<file path="config.mk">
export PLATFORM = sky130hd
export DESIGN_NAME = aoc_output_config
export DESIGN_NICKNAME = d
export VERILOG_FILES = /design/src/aoc_pkg.sv /design/src/aoc_sync.sv /design/src/aoc_output_config.sv
export SDC_FILE = /design/constraint.sdc
export NUM_CORES = 1
export LEC_CHECK = 0
export ABC_CLOCK_PERIOD_IN_PS = 4400
export BUFFER_PORTS_ARGS = -buffer_cell sky130_fd_sc_hd__clkbuf_2
export CAP_MARGIN = 20
export CORE_MARGIN = 2
export CORE_UTILIZATION = 58
export CTS_BUF_LIST = sky130_fd_sc_hd__clkbuf_16
export CTS_CLUSTER_SIZE = 16
export DETAILED_ROUTE_END_ITERATION = 7
export GPL_ROUTABILITY_DRIVEN = 0
export PLACE_DENSITY = 0.79
export SLEW_MARGIN = 20
export SYNTH_ARGS = -nofsm -noshare
export SYNTH_HDL_FRONTEND = slang
export SYNTH_SLANG_ARGS = --single-unit
</file>
<file path="constraint.sdc">
create_clock -name clk_i -period 4.4 [get_ports clk_i]
set_clock_uncertainty 0.05 [all_clocks]
set_input_delay 0.22 -clock clk_i [delete_from_list [all_inputs] [get_ports clk_i]]
set_output_delay 0.22 -clock clk_i [all_outputs]
set_load 0.01 [all_outputs]
</file>
<file path="src/aoc_pkg.sv">
`default_nettype none

package aoc_pkg;

    // ------------------------------------------------------------
    // Register offsets
    // ------------------------------------------------------------
    localparam logic [6:0] AOC_ADDR_RESET_READOUT = 7'h00;
    localparam logic [6:0] AOC_ADDR_CLK_DRIVE     = 7'h10;
    localparam logic [6:0] AOC_ADDR_CURRENT_DRIVE = 7'h11;
    localparam logic [6:0] AOC_ADDR_TERMINATION   = 7'h12;
    localparam logic [6:0] AOC_ADDR_OFFSET_HOLD   = 7'h13;

    // ------------------------------------------------------------
    // Field positions
    // ------------------------------------------------------------
    localparam int AOC_BIT_READOUT_DIS = 0;
    localparam int AOC_BIT_SOFT_RESET  = 1;
    localparam int AOC_CLK_DRIVE_LSB   = 6;
    localparam int AOC_DATA_DRIVE_LSB  = 0;
    localparam int AOC_CURRENT_LSB     = 2;
    localparam int AOC_DOUBLE_LSB      = 4;
    localparam int AOC_DATA_TERM_LSB   = 3;
    localparam int AOC_CLK_TERM_LSB    = 0;
    localparam int AOC_FREEZE_BIT      = 4;

    // ------------------------------------------------------------
    // Writable bits of each register (the rest hold zero)
    // ------------------------------------------------------------
    localparam logic [7:0] AOC_MASK_RESET_READOUT = 8'h01;
    localparam logic [7:0] AOC_MASK_CLK_DRIVE     = 8'hc0;
    localparam logic [7:0] AOC_MASK_CURRENT_DRIVE = 8'h3f;
    localparam logic [7:0] AOC_MASK_TERMINATION   = 8'h3f;
    localparam logic [7:0] AOC_MASK_OFFSET_HOLD   = 8'h10;

    // ------------------------------------------------------------
    // Values after reset
    // ------------------------------------------------------------
    localparam logic [7:0] AOC_RST_RESET_READOUT  = 8'h00;
    localparam logic [7:0] AOC_RST_CLK_DRIVE      = 8'h00;
    localparam logic [7:0] AOC_RST_CURRENT_DRIVE  = 8'h00;
    localparam logic [7:0] AOC_RST_TERMINATION    = 8'h00;
    localparam logic [7:0] AOC_RST_OFFSET_HOLD    = 8'h00;

    // ------------------------------------------------------------
    // Serial frame layout
    // ------------------------------------------------------------
    localparam logic [4:0] AOC_LAST_ADDR_BIT = 5'h07;
    localparam logic [4:0] AOC_LAST_BIT      = 5'h0f;
    localparam int         AOC_READ_FLAG_BIT = 7;

    // Drive strength codes
    typedef enum logic [1:0] {
        AOC_DRIVE_DEFAULT  = 2'b00,
        AOC_DRIVE_WEAKER   = 2'b01,
        AOC_DRIVE_MAXIMUM  = 2'b10,
        AOC_DRIVE_STRONGER = 2'b11
    } aoc_drive_e;

    // Current doubling codes
    typedef enum logic [1:0] {
        AOC_DOUBLE_NONE   = 2'b00,
        AOC_DOUBLE_CLK    = 2'b01,
        AOC_DOUBLE_ALL    = 2'b10,
        AOC_DOUBLE_UNUSED = 2'b11
    } aoc_double_e;

    // Serial frame phases
    typedef enum logic [1:0] {
        AOC_FR_IDLE = 2'b00,
        AOC_FR_ADDR = 2'b01,
        AOC_FR_DATA = 2'b10,
        AOC_FR_DONE = 2'b11
    } aoc_frame_e;

endpackage

`default_nettype wire

</file>
<file path="src/aoc_sync.sv">
`timescale 1ns/100ps
`default_nettype none

module aoc_sync #(
    parameter int WIDTH = 3
) (
    input  wire logic             clk_i,
    input  wire logic             rst_n_i,
    input  wire logic             ce_i,
    input  wire logic [WIDTH-1:0] async_i,
    output logic      [WIDTH-1:0] sync_o
);

    logic [WIDTH-1:0] meta;

    // Two stages; the first is read only by the second
    always_ff @(posedge clk_i or negedge rst_n_i) begin
        if (!rst_n_i) begin
            meta   <= '0;
            sync_o <= '0;
        end else if (ce_i) begin
            meta   <= async_i;
            sync_o <= meta;
        end
    end

endmodule // aoc_sync

`default_nettype wire

</file>
<file path="src/aoc_output_config.sv">
`timescale 1ns/100ps
`default_nettype none

module aoc_output_config
    import aoc_pkg::*;
#(
    parameter int SAMPLE_W  = 11,
    parameter int EST_SHIFT = 4
) (
    input  wire logic                       clk_i,
    input  wire logic                       rst_n_i,
    input  wire logic                       ce_i,
    input  wire logic                       serial_en_n_i,
    input  wire logic                       serial_clk_i,
    input  wire logic                       serial_data_i,
    output logic                            serial_out_pin_o,
    input  wire logic signed [SAMPLE_W-1:0] sample_i,
    input  wire logic                       sample_valid_i,
    output logic signed [SAMPLE_W-1:0]      corrected_o,
    output logic                            corrected_valid_o,
    output logic signed [SAMPLE_W-1:0]      offset_est_o,
    output aoc_drive_e                      clk_drive_o,
    output aoc_drive_e                      data_drive_o,
    output logic [1:0]                      lvds_current_o,
    output aoc_double_e                     current_double_o,
    output logic [2:0]                      data_term_o,
    output logic [2:0]                      clk_term_o,
    output logic                            offset_freeze_o,
    output logic                            readout_disable_o
);

    // ------------------------------------------------------------
    // Register read decode
    // ------------------------------------------------------------
    logic [7:0] reset_and_readout_ctrl;
    logic [7:0] clock_out_drive_ctrl;
    logic [7:0] output_current_and_drive_ctrl;
    logic [7:0] output_termination_ctrl;
    logic [7:0] offset_hold_ctrl;

    // Unmapped offsets read zero
    function automatic logic [7:0] read_reg(input logic [6:0] addr);
        case (addr)
            AOC_ADDR_RESET_READOUT: read_reg = reset_and_readout_ctrl;
            AOC_ADDR_CLK_DRIVE:     read_reg = clock_out_drive_ctrl;
            AOC_ADDR_CURRENT_DRIVE: read_reg = output_current_and_drive_ctrl;
            AOC_ADDR_TERMINATION:   read_reg = output_termination_ctrl;
            AOC_ADDR_OFFSET_HOLD:   read_reg = offset_hold_ctrl;
            default:                read_reg = 8'h00;
        endcase
    endfunction

    // ------------------------------------------------------------
    // Pin synchronisation and clock edges
    // ------------------------------------------------------------
    logic [2:0] pins_sync;
    logic       en_n_s;
    logic       sclk_s;
    logic       sdata_s;
    logic       sclk_q;
    logic       sclk_rise;
    logic       sclk_fall;

    aoc_sync #(
        .WIDTH (3)
    ) u_sync (
        .clk_i   (clk_i),
        .rst_n_i (rst_n_i),
        .ce_i    (ce_i),
        .async_i ({serial_en_n_i, serial_clk_i, serial_data_i}),
        .sync_o  (pins_sync)
    );

    assign en_n_s  = pins_sync[2];
    assign sclk_s  = pins_sync[1];
    assign sdata_s = pins_sync[0];

    // Edge detect works on synchronised levels only
    always_ff @(posedge clk_i or negedge rst_n_i) begin
        if (!rst_n_i) begin
            sclk_q <= 1'b0;
        end else if (ce_i) begin
            sclk_q <= sclk_s;
        end
    end

    assign sclk_rise = sclk_s & ~sclk_q & ~en_n_s;
    assign sclk_fall = ~sclk_s & sclk_q & ~en_n_s;

    // ------------------------------------------------------------
    // Serial frame receiver
    // ------------------------------------------------------------
    aoc_frame_e  frame_state;
    aoc_frame_e  next_frame_state;
    logic [4:0]  bit_cnt;
    logic [14:0] shift_in;
    logic [15:0] next_word;
    logic [7:0]  frame_addr;
    logic        wr_fire;
    logic        addr_done;

    assign next_word  = {shift_in, sdata_s};
    assign frame_addr = shift_in[14:7];
    assign addr_done  = sclk_rise && (frame_state == AOC_FR_ADDR) && (bit_cnt == AOC_LAST_ADDR_BIT);
    // Address bit 7 marks a read; such frames never write
    assign wr_fire    = sclk_rise && (frame_state == AOC_FR_DATA) && (bit_cnt == AOC_LAST_BIT)
                        && !frame_addr[AOC_READ_FLAG_BIT];

    // Frame phase; a rising select aborts any partial frame
    always_comb begin
        next_frame_state = frame_state;
        case (frame_state)
            AOC_FR_IDLE: begin
                if (!en_n_s) begin
                    next_frame_state = AOC_FR_ADDR;
                end
            end
            AOC_FR_ADDR: begin
                if (en_n_s) begin
                    next_frame_state = AOC_FR_IDLE;
                end else if (addr_done) begin
                    next_frame_state = AOC_FR_DATA;
                end
            end
            AOC_FR_DATA: begin
                if (en_n_s) begin
                    next_frame_state = AOC_FR_IDLE;
                end else if (sclk_rise && bit_cnt == AOC_LAST_BIT) begin
                    next_frame_state = AOC_FR_DONE;
                end
            end
            AOC_FR_DONE: begin
                if (en_n_s) begin
                    next_frame_state = AOC_FR_IDLE;
                end
            end
            default: next_frame_state = AOC_FR_IDLE;
        endcase
    end

    always_ff @(posedge clk_i or negedge rst_n_i) begin
        if (!rst_n_i) begin
            frame_state <= AOC_FR_IDLE;
        end else if (ce_i) begin
            frame_state <= next_frame_state;
        end
    end

    // Bit counter and input shifter, MSB first
    always_ff @(posedge clk_i or negedge rst_n_i) begin
        if (!rst_n_i) begin
            bit_cnt  <= 5'h00;
            shift_in <= 15'h0000;
        end else if (ce_i) begin
            if (en_n_s) begin
                bit_cnt <= 5'h00;
            end else if (sclk_rise && frame_state != AOC_FR_DONE) begin
                bit_cnt  <= bit_cnt + 5'h01;
                shift_in <= next_word[14:0];
            end
        end
    end

    // ------------------------------------------------------------
    // Register bank
    // ------------------------------------------------------------
    logic soft_reset;

    // Reset bit is never stored, so it reads back zero after the write
    assign soft_reset = wr_fire && (frame_addr[6:0] == AOC_ADDR_RESET_READOUT)
                        && next_word[AOC_BIT_SOFT_RESET];

    // Whole-byte writes, masked to the defined fields
    always_ff @(posedge clk_i or negedge rst_n_i) begin
        if (!rst_n_i) begin
            reset_and_readout_ctrl        <= AOC_RST_RESET_READOUT;
            clock_out_drive_ctrl          <= AOC_RST_CLK_DRIVE;
            output_current_and_drive_ctrl <= AOC_RST_CURRENT_DRIVE;
            output_termination_ctrl       <= AOC_RST_TERMINATION;
            offset_hold_ctrl              <= AOC_RST_OFFSET_HOLD;
        end else if (ce_i) begin
            if (soft_reset) begin
                reset_and_readout_ctrl        <= AOC_RST_RESET_READOUT;
                clock_out_drive_ctrl          <= AOC_RST_CLK_DRIVE;
                output_current_and_drive_ctrl <= AOC_RST_CURRENT_DRIVE;
                output_termination_ctrl       <= AOC_RST_TERMINATION;
                offset_hold_ctrl              <= AOC_RST_OFFSET_HOLD;
            end else if (wr_fire) begin
                case (frame_addr[6:0])
                    AOC_ADDR_RESET_READOUT: reset_and_readout_ctrl <= next_word[7:0] & AOC_MASK_RESET_READOUT;
                    AOC_ADDR_CLK_DRIVE:     clock_out_drive_ctrl <= next_word[7:0] & AOC_MASK_CLK_DRIVE;
                    AOC_ADDR_CURRENT_DRIVE: output_current_and_drive_ctrl <= next_word[7:0] & AOC_MASK_CURRENT_DRIVE;
                    AOC_ADDR_TERMINATION:   output_termination_ctrl <= next_word[7:0] & AOC_MASK_TERMINATION;
                    AOC_ADDR_OFFSET_HOLD:   offset_hold_ctrl <= next_word[7:0] & AOC_MASK_OFFSET_HOLD;
                    default: ;
                endcase
            end
        end
    end

    // ------------------------------------------------------------
    // Configuration outputs
    // ------------------------------------------------------------
    // Registered copies keep outputs on flops and apply one write as a unit
    always_ff @(posedge clk_i or negedge rst_n_i) begin
        if (!rst_n_i) begin
            clk_drive_o       <= AOC_DRIVE_DEFAULT;
            data_drive_o      <= AOC_DRIVE_DEFAULT;
            lvds_current_o    <= 2'h0;
            current_double_o  <= AOC_DOUBLE_NONE;
            data_term_o       <= 3'h0;
            clk_term_o        <= 3'h0;
            offset_freeze_o   <= 1'b0;
            readout_disable_o <= 1'b0;
        end else if (ce_i) begin
            clk_drive_o       <= aoc_drive_e'(clock_out_drive_ctrl[AOC_CLK_DRIVE_LSB +: 2]);
            data_drive_o      <= aoc_drive_e'(output_current_and_drive_ctrl[AOC_DATA_DRIVE_LSB +: 2]);
            lvds_current_o    <= output_current_and_drive_ctrl[AOC_CURRENT_LSB +: 2];
            current_double_o  <= aoc_double_e'(output_current_and_drive_ctrl[AOC_DOUBLE_LSB +: 2]);
            data_term_o       <= output_termination_ctrl[AOC_DATA_TERM_LSB +: 3];
            clk_term_o        <= output_termination_ctrl[AOC_CLK_TERM_LSB +: 3];
            offset_freeze_o   <= offset_hold_ctrl[AOC_FREEZE_BIT];
            readout_disable_o <= reset_and_readout_ctrl[AOC_BIT_READOUT_DIS];
        end
    end

    // ------------------------------------------------------------
    // Serial readout
    // ------------------------------------------------------------
    logic [7:0] rd_shift;

    // Load after the address byte, shift on falling serial clock
    always_ff @(posedge clk_i or negedge rst_n_i) begin
        if (!rst_n_i) begin
            rd_shift         <= 8'h00;
            serial_out_pin_o <= 1'b0;
        end else if (ce_i) begin
            if (reset_and_readout_ctrl[AOC_BIT_READOUT_DIS] || en_n_s) begin
                serial_out_pin_o <= 1'b0;
            end else if (addr_done) begin
                rd_shift <= read_reg(next_word[6:0]);
            end else if (sclk_fall && frame_state == AOC_FR_DATA) begin
                serial_out_pin_o <= rd_shift[7];
                rd_shift         <= {rd_shift[6:0], 1'b0};
            end
        end
    end

    // ------------------------------------------------------------
    // Offset estimation and cancellation
    // ------------------------------------------------------------
    logic signed [SAMPLE_W-1:0] est_err;

    // First-order tracking; a bigger shift trades settling time for noise
    assign est_err = sample_i - offset_est_o;

    always_ff @(posedge clk_i or negedge rst_n_i) begin
        if (!rst_n_i) begin
            offset_est_o <= '0;
        end else if (ce_i) begin
            if (sample_valid_i && !offset_hold_ctrl[AOC_FREEZE_BIT]) begin
                offset_est_o <= offset_est_o + (est_err >>> EST_SHIFT);
            end
        end
    end

    // Cancellation keeps running with the held estimate while frozen
    always_ff @(posedge clk_i or negedge rst_n_i) begin
        if (!rst_n_i) begin
            corrected_o       <= '0;
            corrected_valid_o <= 1'b0;
        end else if (ce_i) begin
            corrected_valid_o <= sample_valid_i;
            if (sample_valid_i) begin
                corrected_o <= sample_i - offset_est_o;
            end
        end
    end

endmodule // aoc_output_config

`default_nettype wire

</file>
==> Word-level counts from Yosys, hierarchy flattened <==
Cells that the tools add are included.
{ "totals": {"regBits": 117, "word_cells": 122, "in_bits": 18, "output_inout_bits": 40} }
{ "op_classes": {"addsub": 3, "n_mux": 30, "reduce_logical": 38, "bitwise_logic": 8, "eq_ne": 19} }
{ "ops": {"columns": ["op", "count"], "rows": [
  ["$mux W8", 17],
  ["$eq A7 B5 Y1 const B", 8],
  ["$pmux W8 S5", 1],
  ["$reduce_and A3 Y1", 8],
  ["$reduce_bool A2 Y1", 9],
  ["$logic_not A7 Y1", 2],
  ["$mux W2", 6],
  ["$add A11 B7 Y11", 1],
  ["$logic_and A1 B1 Y1", 11],
  ["$sub A11 B11 Y11", 1],
  ["$mux W5", 2],
  ["$pmux W2 S4", 1],
  ["$reduce_and A2 Y1", 3],
  ["$add A5 B1 Y5 const B", 1],
  ["$eq A5 B3 Y1 const B", 1],
  ["$eq A5 B4 Y1 const B", 1],
  ["$reduce_and A5 Y1", 1],
  ["$and A1 B1 Y1", 4],
  ["$eq A2 B2 Y1 const B", 2],
  ["$ne A2 B1 Y1 const B", 2],
  ["$ne A2 B2 Y1 const B", 2],
  ["$not A1 Y1", 4],
  ["$mux W1", 3],
  ["$ne A3 B1 Y1 const B", 1],
  ["other kinds (5)", 6]
]} }

==> Logic depth before layout (Yosys ltp) <==
Gate-level depths: netlist of the first run.
{ "logic_depth": {"word_depth": 10, "depth_mapped": 15, "depth_no_buf": 15} }

==> Hierarchy <==
Synthesis of the first run repeated with hierarchy kept, for this count alone.
{ "unflattened": {"hier_cells": 476, "hier_area_um2": 4877.2} }
{ "by_module_without_submodules": {"columns": ["module", "seq_area_each_um2", "area_each_um2", "instances", "cells_each"], "rows": [
  ["aoc_output_config", 2177.1, 4625.7, 1, 463],
  ["aoc_sync", 150.1, 251.5, 1, 13]
]} }

==> Least setup slack after synthesis of the first run <==
Ideal clock, no wire load.
{ "synth_path": {"path_kind": "reg-to-reg", "start": "register offset_est_o[0]", "end": "register offset_est_o[7]", "arrival_ns": 3.267, "required_ns": 4.214, "n_path_buf": 0, "setup_time_ns": 0.136, "setup_slack_ns": 0.947, "synth_period_minus_slack_ns": 3.453, "path_stages_with_launch": 14, "path_cell_list": "dfrtp_1 -> ha_1 -> fa_1 -> and2b_1 -> o2111ai_2 -> and4_1 -> a211o_2 -> xnor2_2 -> ha_1 -> a2111oi_0 -> o21ai_0 -> nand2_1 -> xor2_1 -> o21ai_0"} }
{ "synth_via": {"elab_chain_len": 2} }
{ "synth_rtl": {"columns": ["element", "line_no", "rtl"], "rows": [
  ["start, declared", "aoc_output_config.sv:21", "output logic signed [SAMPLE_W-1:0] offset_est_o,"],
  ["start signal, assigned", "aoc_output_config.sv:262", "offset_est_o <= offset_est_o + (est_err >>> EST_SHIFT);"],
  ["$sub A11 B11 Y11", "aoc_output_config.sv:255", "assign est_err = sample_i - offset_est_o;"],
  ["via est_err[10]", "aoc_output_config.sv:252", "logic signed [SAMPLE_W-1:0] est_err;"],
  ["$add A11 B7 Y11", "aoc_output_config.sv:262", null]
]} }
The timed path passes the listed nets, and every way through them passes these cells.
A chain may end at the register's enable or synchronous reset.

==> Final worst setup path of the first run <==
Ends and elaborated chain as after synthesis.

==> key figures, run 1 <==
Outcome
  • Outcome: finished, final reports clean

Hold path
  • Hold Path Sink: u_sync.meta[1]
  • Hold Crit Class: in -> reg
  • Hold Crit Depth: 2
  • Worst hold start: serial_clk_i

Timing
  • Max Clk Rate: about 270 MHz
  • Final Cycle Share: 0.8553
  • Final setup fails: 0
  • Final hold vios: 0
  • RSZ-0062 raised after global routing: false
  • Least-Margin Pin Slew: 991.7 ps
  • Fin crit period: between 3000 and 4000 ps
  • Rel. slew slack: 0.3388
  • Slew Viols, Final: 0
  • Setup TNS: 0 ps
  • Post-route setup slack: ~640 ps

Clock network
  • # H-tree levels: 3
  • Resized Gates After CTS: 0
  • Cts hold-fix bufs: 1
  • CTS Buf Count: 9
  • Sink Count: 93
  • Worst-skew pair later-pin latency: 340 ps
  • Max Buffers Root-to-Sink: 2
  • Clk root buf: clkbuf_16
  • Postcts setup bufs: 0
  • CTS tree: built
  • Clock transition at path regs: 70 ps

Routing
  • DRC viols: 0
  • Routed WL: slightly above 10 mm
  • Vias: roughly 3,700
  • First DRT Iteration DRCs: 204
  • DRT Pass-1 Iters: 4
  • Routed wire per std cell: roughly 17 um
  • Vias per std cell: around 6
  • Antenna Nets Post-Route: 0

Floorplan
  • Chip Height: approximately 96 um
  • # rows: 33
  • Die X: around 96 um
  • Core Box Area: about 8200 um2
  • Num ports: 58
  • Initial Utilization: 0.5963
  • DIE AREA: 9199 um2

Critical path
  • Crit path kind: reg -> reg
  • Crit-path max cell delay: 450 ps
  • Setup slack, reg-to-reg: between 600 and 700 ps
  • Worst R2R Start: offset_est_o[0]
  • WP data required: 4570 ps
  • CP Launch Type: flip-flop
  • Reg-to-Reg End: offset_est_o[7]
  • Crit. End Element: flip-flop
  • Most frequent cell on the critical path: ha_1
  • CP max stage cell: a2111oi_0
  • Cell Chain, Critical Path: ha_1 -> fa_1 -> and2b_1 -> o2111ai_2 -> and4_1 -> a211o_2 -> xnor2_2 -> ha_1 -> a2111oi_0 -> a21oi_1 -> nand2_1 -> xor2_1 -> o21ai_0
  • CP Max Fanout: 6
  • Critical path data arrival time: ~3900 ps
  • Worst R2R Path Depth: 13

Logic synthesis
  • Most instantiated cells after synthesis: dfrtp_1 (93), mux2_2 (47), nand2_1 (33), ha_1 (24)
  • Post-synth top area share: 0.4750
  • Largest area contributor in the netlist: dfrtp_1
  • Syn nets: 489
  • Mapped Area: 4900 um2
  • Yosys warnings: 0
  • Syn_area_per_cell: 11.01 um2
  • Register area share after synthesis: 0.4750
  • Fraction of registers with async set/reset: 1.000
  • Top cells by area, synth: dfrtp_1 (47%), mux2_2 (11%), ha_1 (6.1%)
  • Number of synthesized flops with an enable pin: 0
  • Most instantiated library cell after synthesis: dfrtp_1
  • Unique masters post-synth: 58
  • Top FF cell, synth: dfrtp_1
  • Synth Instances: approximately 450
  • Yosys reg bits: a little over 90

GRT
  • Pin count of the biggest net entering global routing: 49
  • Met1 Usage GRT: 0.3119
  • Initial antenna violation count: 0
  • Grt peak-use layer: met2
  • Vias in the first global route: 3,618
  • GRT overflow: 0
  • GRT met3 Usage: 0.04385
  • Global-route wire length before repair: roughly 17 mm
  • Grt met2 use: 0.4114
  • GRT Overall Usage: 0.2433

Finish
  • P&R area growth vs syn: 14.76%
  • ANT cells: 0
  • Fin cells: 612
  • Nets: 546
  • # fillers: 616
  • Final core utilization: 0.6843
  • Share of post-route cells with drive strength above 1: 0.2722

Pwr
  • Total power divided by cell area: between 300 and 400 nW/um2
  • Leak pwr: 2.641 nW
  • Overall Power: roughly 0.0022 W
  • Maximum vdd drop: 0.3002 mV

Placed design
  • HPWL Detailed: 7.316 mm
  • DP Cell Count: 595
  • DP Worst Slack: 678.6 ps
  • PortBufs: 57

Run
  • Max-cap violations: 0
[logic make-up (layout without fill, tap and decap cells)]
kind of cell / after synthesis / count (layout) / synth area share
buffers and inverters: 37 / 99 / 0.02911
flip-flops: 93 / 93 / 0.4750
multiplexers: 47 / 47 / 0.1080
adder cells (fa/ha/maj): 26 / 26 / 0.06946
XOR/XNOR: 18 / 18 / 0.03371
AO/OA/AOI/OAI: 112 / 112 / 0.1576
AND/OR/NAND/NOR: 112 / 112 / 0.1272
[routing by layer]
layer	wire length (um)	share of wire
met2	5132	0.50
met1	4516	0.44
met5	0	0
met4	157	0.015
met3	401	0.039
[report_power, final]
part / internal, W / leakage (nW) / switching [W] / total, W
sequential: 0.000929 / 1.23 / 0.000103 / 0.00103
clock: 0.000507 / 0.162 / 0.000346 / 0.000853
combinational: 0.000155 / 1.25 / 0.000177 / 0.000332
[metrics by stage]
step           hold WS, ps  area (um2)
6_report             62.64        5623
5_1_grt              63.56        5623
4_1_cts              59.29        5623
3_5_place_dp         233.4        5281
3_3_place_gp         235.0        5281
2_1_floorplan       -125.6        4900
[layout by cell type (no fill, tap or decap), drive strengths merged, types with 5 or more instances in the layout]
cell type	count
dfrtp	93
clkbuf	65
mux2	47
nand2	35
o21ai	27
ha	24
inv	24
a21oi	22
nor2	20
nand3	16
a22o	14
xor2	10
a21o	8
xnor2	8
nor3	6
nor2b	5
a31oi	5
a32o	5
[worst max path at each step]
stage | to | from | slack, ps | cells after the start
after floorplan | offset_est_o[7] | offset_est_o[0] | 950 | 13
final | offset_est_o[7] | offset_est_o[0] | 640 | 13
after global routing | offset_est_o[7] | offset_est_o[0] | 300 | 13
after CTS | offset_est_o[7] | offset_est_o[0] | 640 | 13
after global placement | offset_est_o[7] | offset_est_o[0] | 810 | 13
after detailed placement | offset_est_o[7] | offset_est_o[0] | 680 | 13
[critical path, delay by kind of cell (launching register included)]
kind                       cells  cell delay [ps]
and+or+nand+nor                3              620
xor gates and xnor gates       2              440
AOI/OAI and AO/OA              5             1120
adders and majority gates      3              990
DFF                            1              420
[cell type report]
class / instances / area [um2] / area share
multi-input combinational: 315 / 2430 / 0.4321
sequential: 93 / 2327 / 0.4139
timing repair buffer: 61 / 320.3 / 0.05696
clock buffer: 9 / 225.2 / 0.04005
tap: 105 / 131.4 / 0.02336
clock inverter: 7 / 106.4 / 0.01891
inverter: 22 / 82.58 / 0.01469
[sequential cells by signal, indices dropped and copies added (netlist names), 3 cells and up]
signal                         count
shift_in                          15
u_sync.meta                        3
output_current_and_drive_ctrl      6
corrected_o                       11
bit_cnt                            5
rd_shift                           8
data_term_o                        3
offset_est_o                      11
u_sync.sync_o                      3
output_termination_ctrl            6
clk_term_o                         3
Power figures use the tool's default switching activity.
==> inputs of run 2 (changes only) <==
ABC_AREA = 1   (was unset)
ABC_CLOCK_PERIOD_IN_PS = 4800   (was 4400)
CORE_UTILIZATION = 63   (was 58)
PLACE_DENSITY = 0.85   (was 0.79)
clock period = 4.8 ns   (was 4.4 ns; I/O delays follow)
==> run 2 against run 1 <==
The flow now finishes with violations (design-rule violations). Synthesized cell count up 42%. Hold slack better by 1.8 ps. Critical path depth up 3. Global-route usage up 3.1 points. Sequential cell count unchanged. Largest cell class unchanged. Utilization up 5.4 points. Via count up 19%. Fmax up 13%. Die area down 5.8%. Sequential share of layout area down 0.57 points. Sequential power down 4%.
==> key figures, run 2 <==
Floorplan
  • Initial Utilization: 0.6470
  • Die X: about 93 um
  • Core Box Area: 7727 um2
  • Chip Height: 93.09 um
  • # rows: 32
  • DIE AREA: 8665 um2
  • Num ports: 58

Placed design
  • Placed standard-cell area: approximately 5400 um2
  • HPWL Detailed: 8.064 mm
  • PortBufs: 57

Pwr
  • Leak pwr: 2.959 nW
  • Net Sw Frac: 0.3134
  • Total power divided by cell area: 383.8 nW/um2
  • Maximum vdd drop: 0.2338 mV
  • Psw: approximately 0.0007 W
  • Clk pwr share: 0.351
  • Comb pwr share: 0.197
  • Overall Power: 0.002188 W
  • Cell internal pwr: between 0.0015 and 0.002 W
  • Sequential share of power: 0.452

Finish
  • ANT cells: 0
  • Nets: 733
  • Max reg flops: 15
  • Commonest non-fill, non-tap cell in the layout: nand2_1
  • Top reg by flops: shift_in
  • Share of post-route cells with drive strength above 1: 0.1383
  • Cell area after layout: 5702 um2
  • Commonest non-fill, non-tap cells in the layout: nand2_1 (214), dfrtp_1 (93), inv_1 (70), o21ai_0 (57), clkbuf_2 (56)
  • # fillers: 585
  • Final core utilization: 0.7379
  • P&R area growth vs syn: 14.04%
  • Largest registers: shift_in x15, corrected_o x11, offset_est_o x11

Timing
  • Final setup fails: 0
  • Slew Viols, Final: 0
  • RSZ-0062 raised after global routing: false
  • Final hold vios: 0
  • Max Clk Rate: between 300 and 400 MHz
  • Final Cycle Share: 0.6912
  • Fin crit period: 3318 ps
  • Least-Margin Pin Slew: 941.8 ps
  • Rel. slew slack: 0.3683
  • Setup TNS: 0 ps

Critical path
  • CP Launch Type: flip-flop
  • WP data required: 4980 ps
  • CP Max Fanout: 5
  • Crit path kind: reg -> reg
  • Cell Chain, Critical Path: inv_1 -> ha_1 -> nand2_1 -> o21ai_0 -> a21oi_1 -> or2_2 -> nand2_1 -> inv_1 -> ha_1 -> nand3_1 -> nand2_1 -> a21oi_1 -> o21ai_0 -> or2_2 -> nand3_1 -> nand2_1
  • CP delay by family, top: simple AND/OR/NAND/NOR gates
  • Crit. End Element: flip-flop
  • Most frequent cell on the critical path: nand2_1
  • Crit-path max cell delay: 480 ps
  • CP max stage cell: dfrtp_1
  • Worst Path Buf+Inv: 2
  • Critical path data arrival time: 3500 ps

Logic synthesis
  • Multiplexer share of the synthesized area: 0
  • Fraction of registers with async set/reset: 1.000
  • Most instantiated library cell after synthesis: nand2_1
  • Adder-cell share of the synthesized area: 0.06807
  • Largest area contributor in the netlist: dfrtp_1
  • Yosys warnings: 0
  • Syn_area_per_cell: 7.936 um2
  • Syn nets: 674
  • Top FF cell, synth: dfrtp_1
  • Most instantiated cells after synthesis: nand2_1 (214), dfrtp_1 (93), inv_1 (70), o21ai_0 (57), nand3_1 (38)
  • Post-synth top area share: 0.4655
  • Synth Instances: 630
  • Register area share after synthesis: 0.4655
  • Post-Synth Simple-Gate Area: 0.2588
  • Unique masters post-synth: 39
  • Mapped Area: 5000 um2
  • Number of synthesized flops with an enable pin: 0
  • Top cells by area, synth: dfrtp_1 (47%), nand2_1 (16%), ha_1 (6.0%)
  • Xor and xnor fraction of the mapped netlist area: 0.01401
  • Yosys reg bits: 93
  • Compound-Gate Fraction of Synth Area: 0.1276
  • Largest family of logic cells by synthesized area: simple AND/OR/NAND/NOR gates

Routing
  • Antenna Nets Post-Route: 0
  • DRT Pass-1 Iters: 7
  • Routed WL: about 11 mm
  • Vias per std cell: 5.491
  • Routed wire per std cell: roughly 14 um
  • First DRT Iteration DRCs: 291
  • Vias: 4,371
  • DRC viols: 1

Outcome
  • Violated checks: design-rule violations
  • Outcome: finished with violations

Clock network
  • Max Buffers Root-to-Sink: 2
  • Clock transition at path regs: 70 ps
  • # H-tree levels: 3
  • Cts hold-fix bufs: 1
  • Postcts setup bufs: 0
  • CTS tree: built
  • Clk root buf: clkbuf_16
  • Sink Count: 93
  • Resized Gates After CTS: 0
  • CTS Buf Count: 9
  • Worst-skew pair later-pin latency: 340 ps

GRT
  • Initial antenna violation count: 0
  • Pin count of the biggest net entering global routing: 54
  • Global-route wire length before repair: 18.86 mm
  • GRT overflow: 0
  • Vias in the first global route: 4,222
  • GRT Overall Usage: 0.2743

Run
  • Max-cap violations: 0

Hold path
  • Hold Crit Class: in -> reg
[run 2: kinds of logic (layout without fill, tap and decap cells)]
kind of cell             after synthesis  in the layout
buffers and inverters                 85            149
flip-flops                            93             93
AO/OA/AOI/OAI                        111            111
AND/OR/NAND/NOR                      307            307
XOR/XNOR                               8              8
adder cells (fa/ha/maj)               26             26
[run 2: worst paths after layout]
check                                start               to  slack, ps  cells after the start
max                        offset_est_o[1]  offset_est_o[9]       1480                     16
min                          serial_en_n_i   u_sync.meta[2]         60                      3
max reg2reg                offset_est_o[1]  offset_est_o[9]       1480                     16
min reg2reg                 data_term_o[1]   data_term_o[1]        420                      2
max in group asynchronous          rst_n_i  offset_est_o[7]       3300                      3
min in group asynchronous          rst_n_i   frame_state[0]        360                      2
[run 2: final cells by class]
class	count	area (um2)	share of cell area
sequential	93	2327	0.4082
multi-input combinational	452	2342	0.4108
inverter	74	277.8	0.04872
tap	102	127.6	0.02238
timing repair buffer	59	305.3	0.05354
clock buffer	9	225.2	0.03950
clock inverter	7	96.34	0.01690
[run 2: tightest hold or removal path, stage by stage]
cell and delay [ps]:
clkbuf_2 80, nand2_1 50, nand2_1 60
[run 2: power groups by stage]
stage | Combinational (W) | Clock (W) | Sequential, W
after floorplan | 0.000307 | 0 | 0.000985
after global placement | 0.000408 | 0 | 0.000992
after detailed placement | 0.000424 | 0 | 0.00100
after CTS | 0.000432 | 0.000772 | 0.000987
after global routing | 0.000494 | 0.000811 | 0.00101
final | 0.000431 | 0.000768 | 0.000990
[run 2: through the flow]
stage,hold slack [ps],std cells,setup slack (ps)
2_1_floorplan,-105.6,630,1778
3_3_place_gp,195.8,779,1693
3_5_place_dp,200.2,779,1569
4_1_cts,66.52,796,1543
5_1_grt,59.15,796,1214
6_report,64.41,796,1482
[run 2: per-layer routing]
layer	GRT usage	vias to the layer above	routed length, um	share of wire
met5	0	-	0	0
met4	0.08946	0	184	0.017
met3	0.05077	20	529	0.048
met2	0.4940	126	5643	0.51
met1	0.3319	2053	4753	0.43
li1	-	2172	-	-
==> inputs of run 3 (changes only) <==
ABC_CLOCK_PERIOD_IN_PS = 3090   (was 4800)
CORE_UTILIZATION = 59   (was 63)
PLACE_DENSITY = 0.8   (was 0.85)
clock period = 3.09 ns   (was 4.8 ns; I/O delays follow)
==> run 3 against run 2 <==
Total power is 52% higher. Sequential cell count stayed put. Die area is 6.5% higher. Clock power is 41% higher. Combinational power is 67% higher. Setup slack worse by 1400 ps. The run now ends clean. Count of clock-buffer cells in the layout stayed put. Highest routed layer unchanged. First-iteration DRC count is 7.6% lower. Largest cell class unchanged.
==> key figures, run 3 (same netlist as run 2, synthesis figures left out) <==
Routing
  • Routed WL: 11.93 mm
  • DRT Pass-1 Iters: 5
  • First DRT Iteration DRCs: 269
  • Vias: 4,484
  • Antenna Nets Post-Route: 0
  • Vias per std cell: 5.488
  • DRC viols: 0
  • Routed wire per std cell: 14.60 um

Finish
  • Top reg by flops: shift_in
  • # fillers: around 630
  • Total area of sequential cells: 2330 um2
  • P&R area growth vs syn: 18.59%
  • Nets: between 700 and 800
  • ANT cells: 0
  • Share of post-route cells with drive strength above 1: 0.1826
  • Fin cells: approximately 800
  • Final core utilization: 0.7216
  • Commonest non-fill, non-tap cells in the layout: nand2_1 (212), dfrtp_1 (91), inv_1 (69), clkbuf_2 (56), o21ai_0 (54)
  • Commonest non-fill, non-tap cell in the layout: nand2_1
  • Max reg flops: 15
  • Largest registers: shift_in x15, corrected_o x11, offset_est_o x11
  • Area of the multi-input gates: around 2400 um2
  • Cell area after layout: 5929 um2

Floorplan
  • Initial Utilization: 0.6085
  • Num ports: 58
  • Core Box Area: a little over 8000 um2
  • Chip Height: 96.06 um
  • DIE AREA: 9227 um2
  • # rows: 33
  • Die X: roughly 96 um

Pwr
  • Sequential share of power: 0.459
  • Net Sw Frac: 0.3368
  • Total power divided by cell area: 562.5 nW/um2
  • Psw: 0.001123 W
  • Clk pwr share: 0.325
  • Leak pwr: about 3.0 nW
  • Cell internal pwr: 0.002212 W
  • Comb pwr share: 0.215
  • Maximum vdd drop: 0.3207 mV

Clock network
  • # H-tree levels: 3
  • Clock transition at path regs: 70 ps
  • Max Buffers Root-to-Sink: 2
  • CTS Buf Count: 9
  • Clk root buf: clkbuf_16
  • CTS tree: built
  • Sink Count: 93
  • Worst-skew pair later-pin latency: between 300 and 400 ps

Critical path
  • Cell Chain, Critical Path: inv_1 -> ha_2 -> nand2_1 -> nor2_1 -> nand2_1 -> nand3_1 -> nand2_1 -> nand2_2 -> ha_2 -> a21o_1 -> a21oi_1 -> o21ai_0 -> or2_2 -> nand3_1 -> nand2_1
  • Most frequent cell on the critical path: nand2_1
  • Crit-path max cell delay: approximately 400 ps
  • CP max stage cell: dfrtp_2
  • Crit. End Element: flip-flop
  • Critical path data arrival time: ~3200 ps
  • CP delay by family, top: simple AND/OR/NAND/NOR gates
  • WP data required: 3270 ps
  • Crit path kind: reg -> reg
  • Worst Path Buf+Inv: 1
  • CP Launch Type: flip-flop
  • CP Max Fanout: 5

Hold path
  • Hold Crit Class: in -> reg

Timing
  • Max Clk Rate: ~330 MHz
  • Least-Margin Pin Slew: 702.9 ps
  • Final setup fails: 0
  • Final Cycle Share: 0.9807
  • Rel. slew slack: 0.5314
  • Fin crit period: 3030 ps
  • Slew Viols, Final: 0
  • Setup TNS: 0 ps
  • Final hold vios: 0
  • RSZ-0062 raised after global routing: true
  • Post-route setup slack: about 60 ps

Run
  • Max-cap violations: 0

GRT
  • Vias in the first global route: 4,345
  • Global-route wire length before repair: 19.52 mm
  • GRT Overall Usage: 0.2737
  • Initial antenna violation count: 0
  • Pin count of the biggest net entering global routing: 50
  • GRT overflow: 0

Placed design
  • DP Cell Count: about 790
  • PortBufs: 57
  • DP Worst Slack: 9.924 ps
  • HPWL Detailed: 8.652 mm
  • Placed standard-cell area: 5469 um2

Outcome
  • Outcome: finished, final reports clean
-- run 3: repair_timing --
item                                    CTS  global route
endpoints found under the setup margin    3             6
hold buffers                              4             0
endpoints found under the hold margin    47             0
pin swaps                                 0             4
cloned                                    0             0
gates resized for setup                   2            21
setup buffers                             0             4
-- run 3: worst min-delay path, stage by stage --
cell and delay (ps):
clkbuf_2 80, inv_1 50, ha_1 130, o21ai_0 70
-- run 3: worst paths after layout --
| check | cells past startpoint | slack (ps) | from | end |
|---|---|---|---|---|
| worst min register to register | 2 | 430 | lvds_current_o[0] | lvds_current_o[0] |
| worst max register to register | 15 | 60 | offset_est_o[6] | offset_est_o[9] |
| max in group asynchronous | 3 | 2000 | rst_n_i | offset_est_o[6] |
| min in group asynchronous | 2 | 300 | rst_n_i | frame_state[0] |
| worst min-delay path | 4 | 140 | sample_i[0] | corrected_o[0] |
| worst max-delay path | 15 | 60 | offset_est_o[6] | offset_est_o[9] |
-- run 3: layer usage --
layer	vias up	routed length, um	track usage
met3	24	540	0.04072
li1	2211	-	-
met2	128	6108	0.4832
met1	2121	4969	0.3349
met4	0	310	0.1095
met5	-	0	0
-- run 3: power groups by stage --
| stage | registers (W) | clock network (W) | logic, W |
|---|---|---|---|
| after floorplan | 0.00153 | 0 | 0.000477 |
| after global placement | 0.00154 | 0 | 0.000648 |
| after detailed placement | 0.00155 | 0 | 0.000678 |
| after CTS | 0.00153 | 0.00109 | 0.000688 |
| after global routing | 0.00156 | 0.00115 | 0.000824 |
| final | 0.00153 | 0.00108 | 0.000719 |
-- run 3: cell type report --
class,count,area share
clock buffer,9,0.03798
tap,105,0.02216
timing repair buffer,77,0.07765
sequential,93,0.3929
clock inverter,7,0.01118
multi-input combinational,452,0.4113
inverter,74,0.04685
-- run 3: stage by stage --
| stage | power [W] | hold slack (ps) |
|---|---|---|
| global route | 0.003532 | 172.6 |
| floorplan | 0.002007 | -191.1 |
| detailed placement | 0.002228 | 143.8 |
| finish | 0.003335 | 142.7 |
| global placement | 0.002189 | 136.3 |
| CTS | 0.003308 | 151.7 |
